**src/rtl/fuse_prog_pkg.sv**
```systemverilog
// package for the fuse prom host controller: geometry, timing, types
// assumes a 100 mhz clock; all counts derived from times in ns
package fuse_prog_pkg;
    localparam int unsigned ADDR_W       = 5;
    localparam int unsigned DATA_W       = 8;
    localparam int unsigned WORDS        = 32;
    localparam int unsigned CLK_NS       = 10;
    // pulse width 1 us..40 us; we use 10 us
    localparam int unsigned PULSE_NS     = 10000;
    localparam int unsigned PULSE_CYC    = (PULSE_NS + CLK_NS - 1) / CLK_NS;
    // period at least 4x width keeps duty at 25 percent
    localparam int unsigned DUTY_PCT     = 25;
    localparam int unsigned PERIOD_CYC   = PULSE_CYC * 100 / DUTY_PCT;
    // address and inhibit settle time before a read is sampled (55 ns)
    localparam int unsigned ACCESS_NS    = 55;
    localparam int unsigned ACCESS_CYC   = (ACCESS_NS + CLK_NS - 1) / CLK_NS;
    localparam int unsigned MAX_PULSES   = 9;
    localparam int unsigned PULSES_PER_LEVEL = 3;
    localparam int unsigned CNT_W        = 16;
    localparam logic [3:0]  PULSE_CNT_RST = 4'h0;
    // programming level select (20 v, 23 v, 26 v)
    typedef enum logic [1:0] {
        LEVEL_20V = 2'h0,
        LEVEL_23V = 2'h1,
        LEVEL_26V = 2'h2
    } level_t;
    // pin drive bundle toward the prom
    typedef struct packed {
        logic [ADDR_W-1:0] addr;
        logic              inhibit;
        logic [DATA_W-1:0] pulse_oh;
        level_t            level;
    } pins_t;
    // command from user side
    typedef struct packed {
        logic              prog;
        logic [ADDR_W-1:0] addr;
        logic [DATA_W-1:0] data;
    } cmd_t;
endpackage

```
**src/rtl/fuse_sync.sv**
```systemverilog
// two flop synchroniser for the prom output pins
// assumes the data pins are asynchronous to i_clk
module fuse_sync #(
    parameter int unsigned WIDTH = 8
) (
    input  wire logic             i_clk,
    input  wire logic             i_reset,
    input  wire logic             i_ce,
    input  wire logic [WIDTH-1:0] i_async,
    output logic      [WIDTH-1:0] o_sync
);
    logic [WIDTH-1:0] meta_reg;
    logic [WIDTH-1:0] sync_reg;
    // a zero-width synchroniser has nothing to carry
    if (WIDTH < 1) begin : g_width_check
        $error("fuse_sync needs a width of at least one");
    end
    // unprogrammed pins idle high, so reset to all ones
    always_ff @(posedge i_clk) begin
        if (i_reset) begin
            meta_reg <= '1;
            sync_reg <= '1;
        end else if (i_ce) begin
            meta_reg <= i_async;
            sync_reg <= meta_reg;
        end
    end
    assign o_sync = sync_reg;
endmodule

```
**src/rtl/fuse_prog_host.sv**
```systemverilog
// host controller that reads and programs a 32x8 fuse prom
// assumes prom data pins are open collector and sampled through sync
// Functional notes
// - address held steady while programming pulses are applied
// - only one output bit pulsed at any moment
// - inhibit kept high throughout every programming pulse
// - verify by driving inhibit low and reading the bit low
// - verify after each pulse; advance once programmed or after nine pulses, else pulse again
// - level 20 v pulses 1-3, 23 v 4-6, 26 v 7-9
// - pulse width to period ratio kept at or below 25 percent
module fuse_prog_host
    import fuse_prog_pkg::*;
(
    input  wire logic                        i_clk,
    input  wire logic                        i_reset,
    input  wire logic                        i_ce,
    input  wire fuse_prog_pkg::cmd_t         i_cmd,
    input  wire logic                        i_cmd_valid,
    input  wire logic [fuse_prog_pkg::DATA_W-1:0] i_q,
    output fuse_prog_pkg::pins_t             o_pins,
    output logic                             o_pulse_en,
    output logic                             o_busy,
    output logic                             o_done,
    output logic [fuse_prog_pkg::DATA_W-1:0] o_rdata,
    output logic                             o_fail
);
    import fuse_prog_pkg::*;

    typedef enum logic [2:0] {
        S_IDLE, S_READ, S_SCAN, S_PULSE, S_REST, S_VERIFY, S_FINISH
    } state_t;

    logic [DATA_W-1:0] q_sync;
    state_t            state_reg, state_next;
    pins_t             pins_reg, pins_next;
    logic              pen_reg, pen_next;
    logic [DATA_W-1:0] todo_reg, todo_next;
    logic [2:0]        bit_reg, bit_next;
    logic [3:0]        npulse_reg, npulse_next;
    logic [CNT_W-1:0]  cnt_reg, cnt_next;
    logic              busy_reg, busy_next;
    logic              done_reg, done_next;
    logic              fail_reg, fail_next;
    logic [DATA_W-1:0] rdata_reg, rdata_next;
    logic [DATA_W-1:0] onehot;

    // prom pins come from another domain
    fuse_sync #(.WIDTH(DATA_W)) u_sync (
        .i_clk  (i_clk),
        .i_reset(i_reset),
        .i_ce   (i_ce),
        .i_async(i_q),
        .o_sync (q_sync)
    );

    // one-hot select of the bit in work; never more than one set
    assign onehot = DATA_W'(1) << bit_reg;

    // level from pulse count, counted from zero
    function automatic level_t level_of(input logic [3:0] n);
        if (n < 4'(PULSES_PER_LEVEL))
            return LEVEL_20V;
        else if (n < 4'(2 * PULSES_PER_LEVEL))
            return LEVEL_23V;
        return LEVEL_26V;
    endfunction

    // sequencer next state
    always_comb begin
        state_next  = state_reg;
        pins_next   = pins_reg;
        pen_next    = 1'b0;
        todo_next   = todo_reg;
        bit_next    = bit_reg;
        npulse_next = npulse_reg;
        cnt_next    = cnt_reg;
        busy_next   = busy_reg;
        done_next   = 1'b0;
        fail_next   = fail_reg;
        rdata_next  = rdata_reg;
        case (state_reg)
            S_IDLE: begin
                pins_next.inhibit  = 1'b1;
                pins_next.pulse_oh = '0;
                if (i_cmd_valid) begin
                    pins_next.addr = i_cmd.addr;
                    busy_next      = 1'b1;
                    fail_next      = 1'b0;
                    cnt_next       = '0;
                    // only zero bits need a fuse blown
                    todo_next      = ~i_cmd.data;
                    bit_next       = '0;
                    if (i_cmd.prog) begin
                        state_next = S_SCAN;
                    end else begin
                        pins_next.inhibit = 1'b0;
                        state_next        = S_READ;
                    end
                end
            end
            S_READ: begin
                // wait access time plus sync delay, then sample
                cnt_next = cnt_reg + 1'b1;
                if (cnt_reg == CNT_W'(ACCESS_CYC + 2)) begin
                    rdata_next = q_sync;
                    state_next = S_FINISH;
                end
            end
            S_SCAN: begin
                npulse_next = PULSE_CNT_RST;
                cnt_next    = '0;
                if (todo_reg[bit_reg]) begin
                    pins_next.inhibit = 1'b1;
                    state_next        = S_PULSE;
                end else if (bit_reg == 3'(DATA_W - 1)) begin
                    state_next = S_FINISH;
                end else begin
                    bit_next = bit_reg + 1'b1;
                end
            end
            S_PULSE: begin
                // address and inhibit held, single bit raised
                pins_next.level    = level_of(npulse_reg);
                pins_next.pulse_oh = onehot;
                pen_next           = 1'b1;
                cnt_next           = cnt_reg + 1'b1;
                if (cnt_reg == CNT_W'(PULSE_CYC - 1)) begin
                    pins_next.pulse_oh = '0;
                    pen_next           = 1'b0;
                    npulse_next        = npulse_reg + 1'b1;
                    state_next         = S_REST;
                end
            end
            S_REST: begin
                // off time starts here and S_VERIFY completes the period, duty stays at quarter
                cnt_next = cnt_reg + 1'b1;
                if (cnt_reg == CNT_W'(PULSE_CYC + 1)) begin
                    pins_next.inhibit = 1'b0;
                end
                if (cnt_reg == CNT_W'(PULSE_CYC + ACCESS_CYC + 4)) begin
                    state_next = S_VERIFY;
                end
            end
            S_VERIFY: begin
                cnt_next = cnt_reg + 1'b1;
                if (cnt_reg >= CNT_W'(PERIOD_CYC - 1)) begin
                    pins_next.inhibit = 1'b1;
                    cnt_next          = '0;
                    if (!q_sync[bit_reg] ||
                        npulse_reg == 4'(MAX_PULSES)) begin
                        if (q_sync[bit_reg])
                            fail_next = 1'b1;
                        todo_next[bit_reg] = 1'b0;
                        state_next         = S_SCAN;
                    end else begin
                        state_next = S_PULSE;
                    end
                end
            end
            S_FINISH: begin
                pins_next.inhibit = 1'b1;
                busy_next         = 1'b0;
                done_next         = 1'b1;
                state_next        = S_IDLE;
            end
            default: state_next = S_IDLE;
        endcase
    end

    // registers, frozen while clock enable is low
    always_ff @(posedge i_clk) begin
        if (i_reset) begin
            state_reg  <= S_IDLE;
            pins_reg   <= '{addr: '0, inhibit: 1'b1, pulse_oh: '0,
                            level: LEVEL_20V};
            pen_reg    <= 1'b0;
            todo_reg   <= '0;
            bit_reg    <= '0;
            npulse_reg <= PULSE_CNT_RST;
            cnt_reg    <= '0;
            busy_reg   <= 1'b0;
            done_reg   <= 1'b0;
            fail_reg   <= 1'b0;
            rdata_reg  <= '1;
        end else if (i_ce) begin
            state_reg  <= state_next;
            pins_reg   <= pins_next;
            pen_reg    <= pen_next;
            todo_reg   <= todo_next;
            bit_reg    <= bit_next;
            npulse_reg <= npulse_next;
            cnt_reg    <= cnt_next;
            busy_reg   <= busy_next;
            done_reg   <= done_next;
            fail_reg   <= fail_next;
            rdata_reg  <= rdata_next;
        end
    end

    assign o_pins     = pins_reg;
    assign o_pulse_en = pen_reg;
    assign o_busy     = busy_reg;
    assign o_done     = done_reg;
    assign o_fail     = fail_reg;
    assign o_rdata    = rdata_reg;

    // checks
    one_bit_a: assert property (
        @(posedge i_clk) disable iff (i_reset)
        $onehot0(pins_reg.pulse_oh))
        else $error("more than one output pulsed");
    inhibit_pulse_a: assert property (
        @(posedge i_clk) disable iff (i_reset)
        (pins_reg.pulse_oh != '0) |-> pins_reg.inhibit)
        else $error("pulse with inhibit low");
    addr_hold_a: assert property (
        @(posedge i_clk) disable iff (i_reset)
        (pins_reg.pulse_oh != '0) && $past(pins_reg.pulse_oh != '0)
        |-> $stable(pins_reg.addr))
        else $error("address moved during pulse");
    pulse_level_a: assert property (
        @(posedge i_clk) disable iff (i_reset)
        pen_reg |-> pins_reg.level == (npulse_reg < 4'h3 ? LEVEL_20V :
                                       npulse_reg < 4'h6 ? LEVEL_23V :
                                       LEVEL_26V))
        else $error("wrong level for pulse count");
    verify_enable_a: assert property (
        @(posedge i_clk) disable iff (i_reset)
        state_reg == S_VERIFY |-> !pins_reg.inhibit)
        else $error("verify with inhibit high");
    pulse_cap_a: assert property (
        @(posedge i_clk) disable iff (i_reset)
        npulse_reg <= 4'(MAX_PULSES))
        else $error("more than nine pulses");
    duty_cycle_a: assert property (
        @(posedge i_clk) disable iff (i_reset)
        i_ce && $fell(pen_reg) |-> !pen_reg [*8])
        else $error("pulse too soon after previous");
    read_enable_a: assert property (
        @(posedge i_clk) disable iff (i_reset)
        state_reg == S_READ |-> !pins_reg.inhibit)
        else $error("read with inhibit high");
    cov_read_c: cover property (@(posedge i_clk) state_reg == S_READ
        ##1 state_reg == S_FINISH);
    cov_prog_c: cover property (@(posedge i_clk) $rose(pen_reg));
    cov_fail_c: cover property (@(posedge i_clk) $rose(fail_reg));
endmodule

```
**config.mk**
```make
export PLATFORM = sky130hd
export DESIGN_NAME = fuse_prog_host
export DESIGN_NICKNAME = d
export VERILOG_FILES = /design/src/rtl/fuse_prog_pkg.sv /design/src/rtl/fuse_sync.sv /design/src/rtl/fuse_prog_host.sv
export SDC_FILE = /design/constraint.sdc
export NUM_CORES = 1
export LEC_CHECK = 0
export BUFFER_PORTS_ARGS = -buffer_cell sky130_fd_sc_hd__buf_2
export CELL_PAD_IN_SITES_DETAIL_PLACEMENT = 1
export CELL_PAD_IN_SITES_GLOBAL_PLACEMENT = 1
export CORE_MARGIN = 2
export CORE_UTILIZATION = 31
export CTS_BUF_LIST = sky130_fd_sc_hd__clkbuf_2 sky130_fd_sc_hd__clkbuf_4 sky130_fd_sc_hd__clkbuf_8
export DETAILED_ROUTE_END_ITERATION = 7
export GPL_TIMING_DRIVEN = 0
export PLACE_DENSITY_LB_ADDON = 0.1
export SLEW_MARGIN = 0
export SYNTH_ARGS = -nofsm -noshare
export SYNTH_HDL_FRONTEND = slang
export SYNTH_SLANG_ARGS = --single-unit
```
**constraint.sdc**
```tcl
create_clock -name i_clk -period 1.9 [get_ports i_clk]
set_input_delay 0 -clock i_clk [delete_from_list [all_inputs] [get_ports i_clk]]
set_output_delay 0 -clock i_clk [all_outputs]
set_load 0.05 [all_outputs]
```
* Word level (Yosys, flattened, before mapping)
Cells that the tools add are included.
Cells by class: $lt $le $gt $ge 5, equal/unequal tests 24, bitwise gates (word level) 3, add/sub/neg operators 3, reductions and logical operators 24, muxes and demuxes 53, shift-type cells 1
Operators by type and width (number):
- $pmux W16 S4 | 1
- $eq A16 B10 Y1 const B | 3
- $mux W16 | 2
- $mux W8 | 4
- $pmux W8 S2 | 2
- $mux W3 | 10
- $ne A2 B2 Y1 const B | 11
- $mux W1 | 20
- $pmux W3 S6 | 1
- $add A16 B1 Y16 const B | 1
- $eq A16 B4 Y1 const B | 1
- $ge A16 B12 Y1 const B | 1
- $not A8 Y8 | 2
- $reduce_and A3 Y1 | 5
- $reduce_and A5 Y1 | 3
- $eq A3 B3 Y1 const B | 4
- $reduce_bool A2 Y1 | 5
- $and A8 B8 Y8 | 1
- $mux W2 | 4
- $pmux W4 S2 | 1
- $shl A1 B3 Y8 const A | 1
- $reduce_and A7 Y1 | 1
- $bmux W1 S3 | 2
- $eq A3 B2 Y1 const B | 2
- other kinds (23) | 25
Word-level totals: word-level logic and storage cells 129, register bits 78, input bits 26, output and inout port bits 28

* Longest topological paths before layout
Gate-level depths: netlist (run 1).
depth in word-level cells 9, gate-level depth with buffers 8

* By module
Synthesis (run 1) repeated with hierarchy kept, for this count alone.
Second synthesis, totals: cells, all modules 428, area, all modules 3732.3 um2
Modules (own cells, without submodules):
- fuse_prog_host | cells an instance 375, times used 1, area each 3131.8 um2, seq. area each 1241.2 um2
- fuse_sync | cells an instance 53, times used 1, area each 600.6 um2, seq. area each 320.3 um2

* Worst setup path before layout (run 1)
No wires, ideal clock.
kind register to register, start point register bit_reg[0], end point register bit_reg[2], setup slack -0.064 ns, cell stages (with the launch flop) 8, data required time 1.830 ns, arrival time 1.894 ns, path buffers 1, path through dfxtp_1 -> buf_6 -> mux2i_1 -> mux4_2 -> nand2b_1 -> a2111o_1 -> or3_1 -> a21oi_1
On the way: word-level cells in the longest chain between the ends 4
Ends and longest elaborated chain:
- from (decl) | RTL line fuse_prog_host.sv:38 | logic [2:0] bit_reg, bit_next;
- from (signal assigned) | RTL line fuse_prog_host.sv:190 | bit_reg <= bit_next;
- $add A3 B1 Y3 or $bmux W1 S3 (tied branches) | RTL line fuse_prog_host.sv:118, fuse_prog_host.sv:112
- $mux W3 or $mux W1 (tied branches) | RTL line fuse_prog_host.sv:115, fuse_prog_host.sv:112
- $mux W3 or $ne A2 B2 Y1 (tied branches)
- $pmux W3 S2 or $reduce_and A5 Y1 (tied branches)
Parallel ways exist; a longest one is shown, timed or not. The select of a mux whose other input is x is not followed. A chain may end at the register's enable or synchronous reset.

* Worst setup path after layout (run 1)
Ends and elaborated chain as after synthesis.

==> impl_metrics.ini, run 1 <==
[clocking]
cts_buffers = 9
tritoncts = done
htreeDepth = 3
cts.clk_slew.worst_paths_ns = 0.08
cts_sinks = 78
root_buffer = clkbuf_8
clk_path_buf_depth = 2
clk_latency_ns = 0.37

[sta]
finalClockSkew_ns = 0.00829
grt_setup_unrepaired = true
tightest_slew_ns = 0.702
setup_slack_ns = -0.228
slew_headroom = 0.532
final_hold_viol_count = 0
min_period_over_period = 1.12
fin_crit_ns = 2.13
drv_slew = 0
setup_violations = 14
fin_setup_tns_ns = -1.16
clock.fmax_mhz = 470
hold_ws_ns = 0.105

[power]
vdd_drop_max_v = 0.000394
leakagePower_nw = 2.08
power.density_mw_per_mm2 = 746
report.power.total_w = 0.00389

[floorplan]
num_rows = 40
ios = 54
core_region_area_mm2 = 0.0120
chipWidth_um = 114
dieArea_mm2 = 0.0131
die_h_um = 114
start_util = 0.316

[final_layout]
area_growth_pct = 37.7
n_antenna_cell = 0
num-fill-cells = 1425
fin_nets = 593
layout.cells.non_filler = 706
drive_gt1_frac = 0.274

[logic_synthesis]
syn_inst = 450
synth_edf_count = 0
ys_seq_area_frac = 0.413
synth_ff_type = dfxtp_1
ys_types = 48
synth_area_mm2 = 0.00378
yosysTopAreaCellShare = 0.413
synth-async-reset-ratio = 0
synth_most_common_cell = dfxtp_1
synthTopCellsByArea = dfxtp_1 41%, nor2_1 6.5%, a211o_1 5.6%
synth_nets = 488
synth-seq-cells = 78
synthTopCellsByCount = 78 x dfxtp_1, 65 x nor2_1, 33 x a21oi_1, 31 x nand2_1, 24 x a211o_1
syn_area_per_cell_um2 = 8.41
netlist.top_cell.by_area = dfxtp_1
synth_warnings = 0

[worst_setup_path]
worst_ep_arrival_time_ns = 2.43
r2r-end = bit_reg[2]$_SDFFE_PP0P_
crit_type = flip-flop to flip-flop
r2r-start = bit_reg[0]$_SDFFE_PP0P_
cp_data_required_time_ns = 2.20
r2r_setup_slack_ns = -0.23
r2r_cells = 7
startpoint_type = flip-flop
worstPathMaxFanout = 6
cp-end-kind = flip-flop

[routing]
wirelength_um = 11800
via_per_inst = 5.08
drt_pass1_iterations = 7
drtIter0Drc = 98
drc = 0
ant_nets = 0
vias = 3590
wl_per_cell_um = 16.7

[status]
violations = negative setup slack
outcome = finished with violations

[place]
place_congestion = 0.834
dp_hpwl_um = 8020
io_buffers = 52
place_inst = 649
place_ws_ns = -0.615

[hold_path]
whs_path_depth = 4
hold_end = state_reg[1]$_SDFFE_PP0P_
min-delay-start = i_cmd[13]
hold_class = primary input to flip-flop

[job]
maxCapViolations = 0

[grt]
grt_pass1_vias = 3589
grt_overflow = 0
grt_use_total = 0.185
grt_pass1_wl_um = 18700
antenna_found_initial = 0
grt_max_degree = 13
repair_timing:
action                                  4_1_cts  5_1_grt
cloned                                        1        0
hold endpoints to repair                     21        0
hold buffers                                 21        0
pin swaps                                    21       17
setup buffers                                16        7
gates resized for setup                      59       37
endpoints found under the setup margin       60       57
where the power goes:
group	internal [W]	switching [W]	total [W]
logic	0.000291	0.000386	0.000677
clock network	0.000802	0.000652	0.00145
registers	0.00170	0.0000594	0.00176
total	0.00279	0.00110	0.00389
worst max path at each step:
stage / from / end / depth (start not counted)
detailed placement: cnt_reg[4]$_SDFFE_PP0P_ / cnt_reg[8]$_SDFFE_PP0P_ / 7
global route: bit_reg[0]$_SDFFE_PP0P_ / bit_reg[2]$_SDFFE_PP0P_ / 7
floorplan: bit_reg[0]$_SDFFE_PP0P_ / bit_reg[2]$_SDFFE_PP0P_ / 7
finish: bit_reg[0]$_SDFFE_PP0P_ / bit_reg[2]$_SDFFE_PP0P_ / 7
CTS: bit_reg[0]$_SDFFE_PP0P_ / bit_reg[2]$_SDFFE_PP0P_ / 7
global placement: state_reg[0]$_SDFFE_PP0P_ / todo_reg[1]$_SDFFE_PP0P_ / 7
cells by family (layout without fill, tap and decap cells):
logic type / after synthesis / after routing / share of synthesized area
simple gates: 185 / 185 / 0.244
compound gates: 99 / 99 / 0.180
flops: 78 / 78 / 0.413
buf+inv: 48 / 157 / 0.0506
xor+xnor: 14 / 14 / 0.0324
mux: 14 / 14 / 0.0404
fa+ha+maj: 12 / 12 / 0.0397
layout by cell type, fill, tap and decap left out, types with 7 or more instances in the layout:
cell type / synthesis / routed
dfxtp_1: 78 / 68
nor2_1: 65 / 63
buf_2: 3 / 52
nand2_1: 31 / 31
a21oi_1: 33 / 29
a211o_1: 24 / 24
buf_4: 0 / 23
dlygate4sd3_1: 0 / 21
inv_1: 21 / 19
nor2b_1: 20 / 19
nand3_1: 16 / 15
clkbuf_1: 23 / 13
xor2_1: 12 / 12
nor3_1: 13 / 11
clkbuf_8: 0 / 11
ha_1: 12 / 10
mux2i_1: 13 / 9
o21a_1: 8 / 8
dfxtp_2: 0 / 7
per-stage QoR:
step                       util  instance area, µm²
after floorplan               -                3790
after global placement    0.354                4230
after detailed placement  0.354                4230
after CTS                 0.421                5040
after global routing      0.436                5210
final                     0.436                5210
critical path, stage by stage, from the launching register on:
cell and delay (ns):
dfxtp_2 0.34, buf_4 0.13, ha_1 0.21, ha_1 0.23
nand2b_1 0.15, a2111o_1 0.45, or3_1 0.41, a21oi_2 0.14
layer usage:
metal | up-vias | GRT usage | wire length, µm
met5 | - | 0 | 0
met4 | 0 | 0.0764 | 176
met3 | 14 | 0.0381 | 309
met2 | 52 | 0.302 | 5710
met1 | 1726 | 0.237 | 5620
li1 | 1798 | - | -
area by class of cell:
cell class	instances	area (µm²)	area share
Buffer	24	145	0.0279
Timing Repair Buffer	97	662	0.127
Clock buffer	12	153	0.0293
Inverter	21	81.3	0.0156
Sequential cell	78	1580	0.304
Multi-Input combinational cell	324	2330	0.448
Clock inverter	3	68.8	0.0132
Tap cell	147	184	0.0353
Note: power is estimated with default switching activity, not from simulation.
==> run 2, diff against run 1 <==
- BUFFER_PORTS_ARGS: -buffer_cell sky130_fd_sc_hd__buf_2 -> unset
- DONT_BUFFER_PORTS: unset -> 1
==> impl_metrics.ini, run 2 (synthesis gave the netlist of run 1 again) <==
[floorplan]
dieArea_mm2 = 0.0131
core_region_area_mm2 = 0.0120
die_h_um = 114
chipWidth_um = 114
num_rows = 40
start_util = 0.316
ios = 54

[power]
p_comb_frac = 0.166
seqPwrFrac = 0.480
p_sw_frac = 0.299
p_int_w = 0.00264
p_clk_frac = 0.354
power.density_mw_per_mm2 = 747
vdd_drop_max_v = 0.000371
report.power.total_w = 0.00377
power.switching_w = 0.00113
leakagePower_nw = 1.89

[place]
place_inst = 597
place_congestion = 0.818
place_ws_ns = -0.615
io_buffers = 0
dp_hpwl_um = 7970

[routing]
wirelength_um = 11800
drtIter0Drc = 122
vias = 3493
drt_pass1_iterations = 5
drc = 0
via_per_inst = 5.29
wl_per_cell_um = 17.9
ant_nets = 0

[worst_setup_path]
cp_top_family = compound AO/OA/AOI/OAI gates
crit_path_max_incr_delay_ns = 0.44
cp-end-kind = flip-flop
worstPathMaxFanout = 5
startpoint_type = flip-flop
critPathSlowestCell = a2111o_1
crit_type = flip-flop to flip-flop
worst_ep_arrival_time_ns = 2.42
cp_data_required_time_ns = 2.21
crit_chain = buf_6, mux2i_2, mux4_2, nand2b_1, a2111o_1, or3_1, a21oi_2
crit_buf_inv = 1

[clocking]
root_buffer = clkbuf_8
cts_buffers = 9
tritoncts = done
cts.clk_slew.worst_paths_ns = 0.09
clk_path_buf_depth = 2
htreeDepth = 3
cts_sinks = 78
clk_latency_ns = 0.37

[sta]
fin_crit_ns = 2.11
min_period_over_period = 1.11
tightest_slew_ns = 0.639
hold_ws_ns = 0.0174
setup_violations = 14
setup_slack_ns = -0.215
grt_setup_unrepaired = true
fin_setup_tns_ns = -1.07
finalClockSkew_ns = 0.00476
drv_slew = 0
clock.fmax_mhz = 473
final_hold_viol_count = 0
slew_headroom = 0.574

[status]
violations = negative setup slack
outcome = finished with violations

[final_layout]
layout.cells.non_filler = 660
drive_gt1_frac = 0.218
area_growth_pct = 33.4
n_antenna_cell = 0
layout_common_cells = 65 x dfxtp_1, 63 x nor2_1, 31 x a21oi_1, 29 x nand2_1, 28 x buf_4
fin_nets = 546
final_common_cell = dfxtp_1

[grt]
grt_overflow = 0
antenna_found_initial = 0
grt_max_degree = 15
grt_use_total = 0.190
grt_pass1_vias = 3636
grt_pass1_wl_um = 19100

[job]
maxCapViolations = 0

[hold_path]
hold_class = primary input to flip-flop
## run 2: changes by cell type in the layout (fill, tap and decap cells not counted), sizes merged
| cell | delta |
|---|---|
| clkbuf | -4 |
| clkinvlp | +1 |
| buf | -47 |
| bufinv | -1 |
| dlygate4sd3 | +2 |
| inv | +1 |
| clkinv | +2 |
## run 2: worst reg2reg max path, cell delays in order (launching register included)
cell      delay, ns
dfxtp_2        0.35
buf_6          0.13
mux2i_2        0.23
mux4_2         0.31
nand2b_1       0.07
a2111o_1       0.44
or3_1          0.39
a21oi_2        0.13
## run 2: worst paths after layout
kind | from | to | slack (ns) | cells after the start
worst max register to register | bit_reg[0]$_SDFFE_PP0P_ | bit_reg[2]$_SDFFE_PP0P_ | -0.21 | 7
worst min-delay path | i_cmd[13] | o_pins[10]$_SDFFE_PP1P_ | 0.02 | 5
worst min register to register | u_sync.meta_reg[5]$_SDFFE_PP1P_ | u_sync.o_sync[5]$_SDFFE_PP1P_ | 0.48 | 1
worst max-delay path | bit_reg[0]$_SDFFE_PP0P_ | bit_reg[2]$_SDFFE_PP0P_ | -0.21 | 7
## run 2: metrics by stage
stage               instance area [µm²]  utilization
finish                             5040        0.422
global route                       5040        0.422
CTS                                4800        0.401
detailed placement                 3970        0.332
global placement                   3970        0.332
floorplan                          3790            -
## run 2: per-layer routing
| layer | track usage | routed length, µm | up-vias |
|---|---|---|---|
| li1 | - | - | 1691 |
| met2 | 0.318 | 5700 | 66 |
| met1 | 0.229 | 5310 | 1719 |
| met3 | 0.0572 | 556 | 17 |
| met5 | 0 | 0 | - |
| met4 | 0.0748 | 245 | 0 |
## run 2: final cells by class
| cell class | instances | area (µm²) |
|---|---|---|
| plain buffers | 23 | 138 |
| clock buffers | 10 | 138 |
| clock inverters | 6 | 68.8 |
| fillers | 1390 | 6920 |
| inverters | 21 | 81.3 |
| multi-input cells | 324 | 2390 |
| flip-flops and latches | 78 | 1590 |
| well taps | 147 | 184 |
| repair buffers | 51 | 457 |
## run 2: power by group through the flow
stage                     clock network [W]  registers, W  logic, W
after floorplan                           0       0.00182  0.000322
after global placement                    0       0.00184  0.000422
after detailed placement                  0       0.00184  0.000432
after CTS                           0.00138       0.00181  0.000564
after global routing                0.00148       0.00182  0.000692
final                               0.00134       0.00181  0.000625
## run 2: repair_timing
action | in CTS | in global routing
gates resized for setup | 60 | 45
setup buffers | 17 | 11
hold buffers | 23 | 0
endpoints found under the setup margin | 60 | 54
hold endpoints to repair | 26 | 0
pin swaps | 23 | 26
cloned | 1 | 0
==> run 3, diff against run 2 <==
- RECOVER_POWER: unset -> 100
==> impl_metrics.ini, run 3 (synthesis gave the netlist of run 1 again) <==
[worst_setup_path]
cp-end-kind = flip-flop
worst_ep_arrival_time_ns = 2.43
worstPathMaxFanout = 5
r2r_setup_slack_ns = -0.21
cp_data_required_time_ns = 2.21
startpoint_type = flip-flop
crit_type = flip-flop to flip-flop
r2r-start = bit_reg[0]$_SDFFE_PP0P_
r2r-end = bit_reg[2]$_SDFFE_PP0P_
r2r_cells = 7

[clocking]
cts.clk_slew.worst_paths_ns = 0.09
htreeDepth = 3
cts_sinks = 78
clk_latency_ns = 0.37
root_buffer = clkbuf_8
cts_buffers = 9
clk_path_buf_depth = 2
tritoncts = done

[place]
place_congestion = 0.818
place_ws_ns = -0.615
placed_area_mm2 = 0.00397
place_inst = 597
io_buffers = 0
dp_hpwl_um = 7970

[power]
p_sw_frac = 0.299
p_clk_frac = 0.354
p_comb_frac = 0.165
report.power.total_w = 0.00377
power.density_mw_per_mm2 = 748
p_int_w = 0.00264
vdd_drop_max_v = 0.000371
seqPwrFrac = 0.480
power.switching_w = 0.00113
leakagePower_nw = 1.88

[final_layout]
fin_area_mm2 = 0.00504
area_growth_pct = 33.1
fin_nets = 546
n_antenna_cell = 0
drive_gt1_frac = 0.214
finalCoreUtilization = 0.421
layout_common_cells = 65 x dfxtp_1, 63 x nor2_1, 31 x a21oi_1, 29 x nand2_1, 27 x buf_4
final_common_cell = dfxtp_1
layout.cells.non_filler = 660

[sta]
grt_setup_unrepaired = true
finalClockSkew_ns = 0.00515
drv_slew = 0
tightest_slew_ns = 0.639
final_hold_viol_count = 0
clock.fmax_mhz = 473
fin_crit_ns = 2.11
setup_violations = 17
setup_slack_ns = -0.215
min_period_over_period = 1.11
slew_headroom = 0.574

[routing]
wirelength_um = 11800
via_per_inst = 5.27
ant_nets = 0
drt_pass1_iterations = 4
drc = 0
vias = 3480
wl_per_cell_um = 17.9
drtIter0Drc = 122

[grt]
antenna_found_initial = 0
grt_use_total = 0.190
grt_overflow = 0
grt_pass1_vias = 3636
grt_pass1_wl_um = 19100
grt_max_degree = 15

[hold_path]
hold_class = primary input to flip-flop
min-delay-start = i_cmd[13]
hold_end = o_pins[10]$_SDFFE_PP1P_
whs_path_depth = 5

[floorplan]
start_util = 0.316
die_h_um = 114
core_region_area_mm2 = 0.0120
ios = 54
chipWidth_um = 114
num_rows = 40
dieArea_mm2 = 0.0131

[job]
maxCapViolations = 0

[status]
outcome = finished with violations
violations = negative setup slack
## run 3: cell count changes in the layout (fill, tap and decap cells not counted)
cell / change
o21bai_1: +1
and4_1: +1
o21bai_2: -1
clkbuf_2: +1
and4_4: -1
buf_4: -1
## run 3: timing repair
| item | 4_1_cts | 5_1_grt |
|---|---|---|
| cloned | 1 | 0 |
| pin swaps | 23 | 26 |
| setup endpoints to repair | 60 | 54 |
| endpoints found under the hold margin | 26 | 0 |
| resized for setup | 60 | 45 |
| buffers inserted | 17 | 11 |
| hold buffers | 23 | 0 |
## run 3: cell type report
cell class              count  area [µm²]
clock inverters             6        68.8
flip-flops and latches     78        1590
repair buffers             51         457
fillers                  1391        6930
inverters                  21        81.3
well taps                 147         184
plain buffers              23         135
clock buffers              10         138
multi-input cells         324        2390
## run 3: power groups by stage
stage | logic (W) | clock network (W) | registers (W)
5_1_grt | 0.000689 | 0.00148 | 0.00182
3_3_place_gp | 0.000422 | 0 | 0.00184
6_report | 0.000623 | 0.00134 | 0.00181
2_1_floorplan | 0.000322 | 0 | 0.00182
3_5_place_dp | 0.000432 | 0 | 0.00184
4_1_cts | 0.000564 | 0.00138 | 0.00181
## run 3: through the flow
step           hold slack, ns  setup TNS (ns)
6_report               0.0161           -1.09
5_1_grt                0.0629           -4.81
4_1_cts                0.0112           -1.38
3_5_place_dp            0.127          -22.76
3_3_place_gp            0.124          -20.22
2_1_floorplan           0.122               0
## run 3: per-layer routing
layer | wire (µm) | GRT usage
met2 | 5710 | 0.318
met4 | 246 | 0.0748
met5 | 0 | 0
met3 | 558 | 0.0572
met1 | 5310 | 0.229
## run 3: worst max path at each step
stage	start	endpoint	cells after the start	slack [ns]
after global routing	bit_reg[0]$_SDFFE_PP0P_	bit_reg[2]$_SDFFE_PP0P_	7	-0.30
after detailed placement	state_reg[0]$_SDFFE_PP0P_	todo_reg[5]$_SDFFE_PP0P_	7	-0.62
after floorplan	bit_reg[0]$_SDFFE_PP0P_	bit_reg[2]$_SDFFE_PP0P_	7	0.01
after global placement	state_reg[0]$_SDFFE_PP0P_	todo_reg[6]$_SDFFE_PP0P_	7	-0.55
after CTS	bit_reg[0]$_SDFFE_PP0P_	bit_reg[1]$_SDFFE_PP0P_	7	-0.24
final	bit_reg[0]$_SDFFE_PP0P_	bit_reg[2]$_SDFFE_PP0P_	7	-0.21
## run 3: critical path, cell delays in order, from the launching register on
cell	delay [ns]
dfxtp_2	0.35
buf_6	0.13
mux2i_2	0.23
mux4_2	0.31
nand2b_1	0.07
a2111o_1	0.44
or3_1	0.39
a21oi_2	0.13
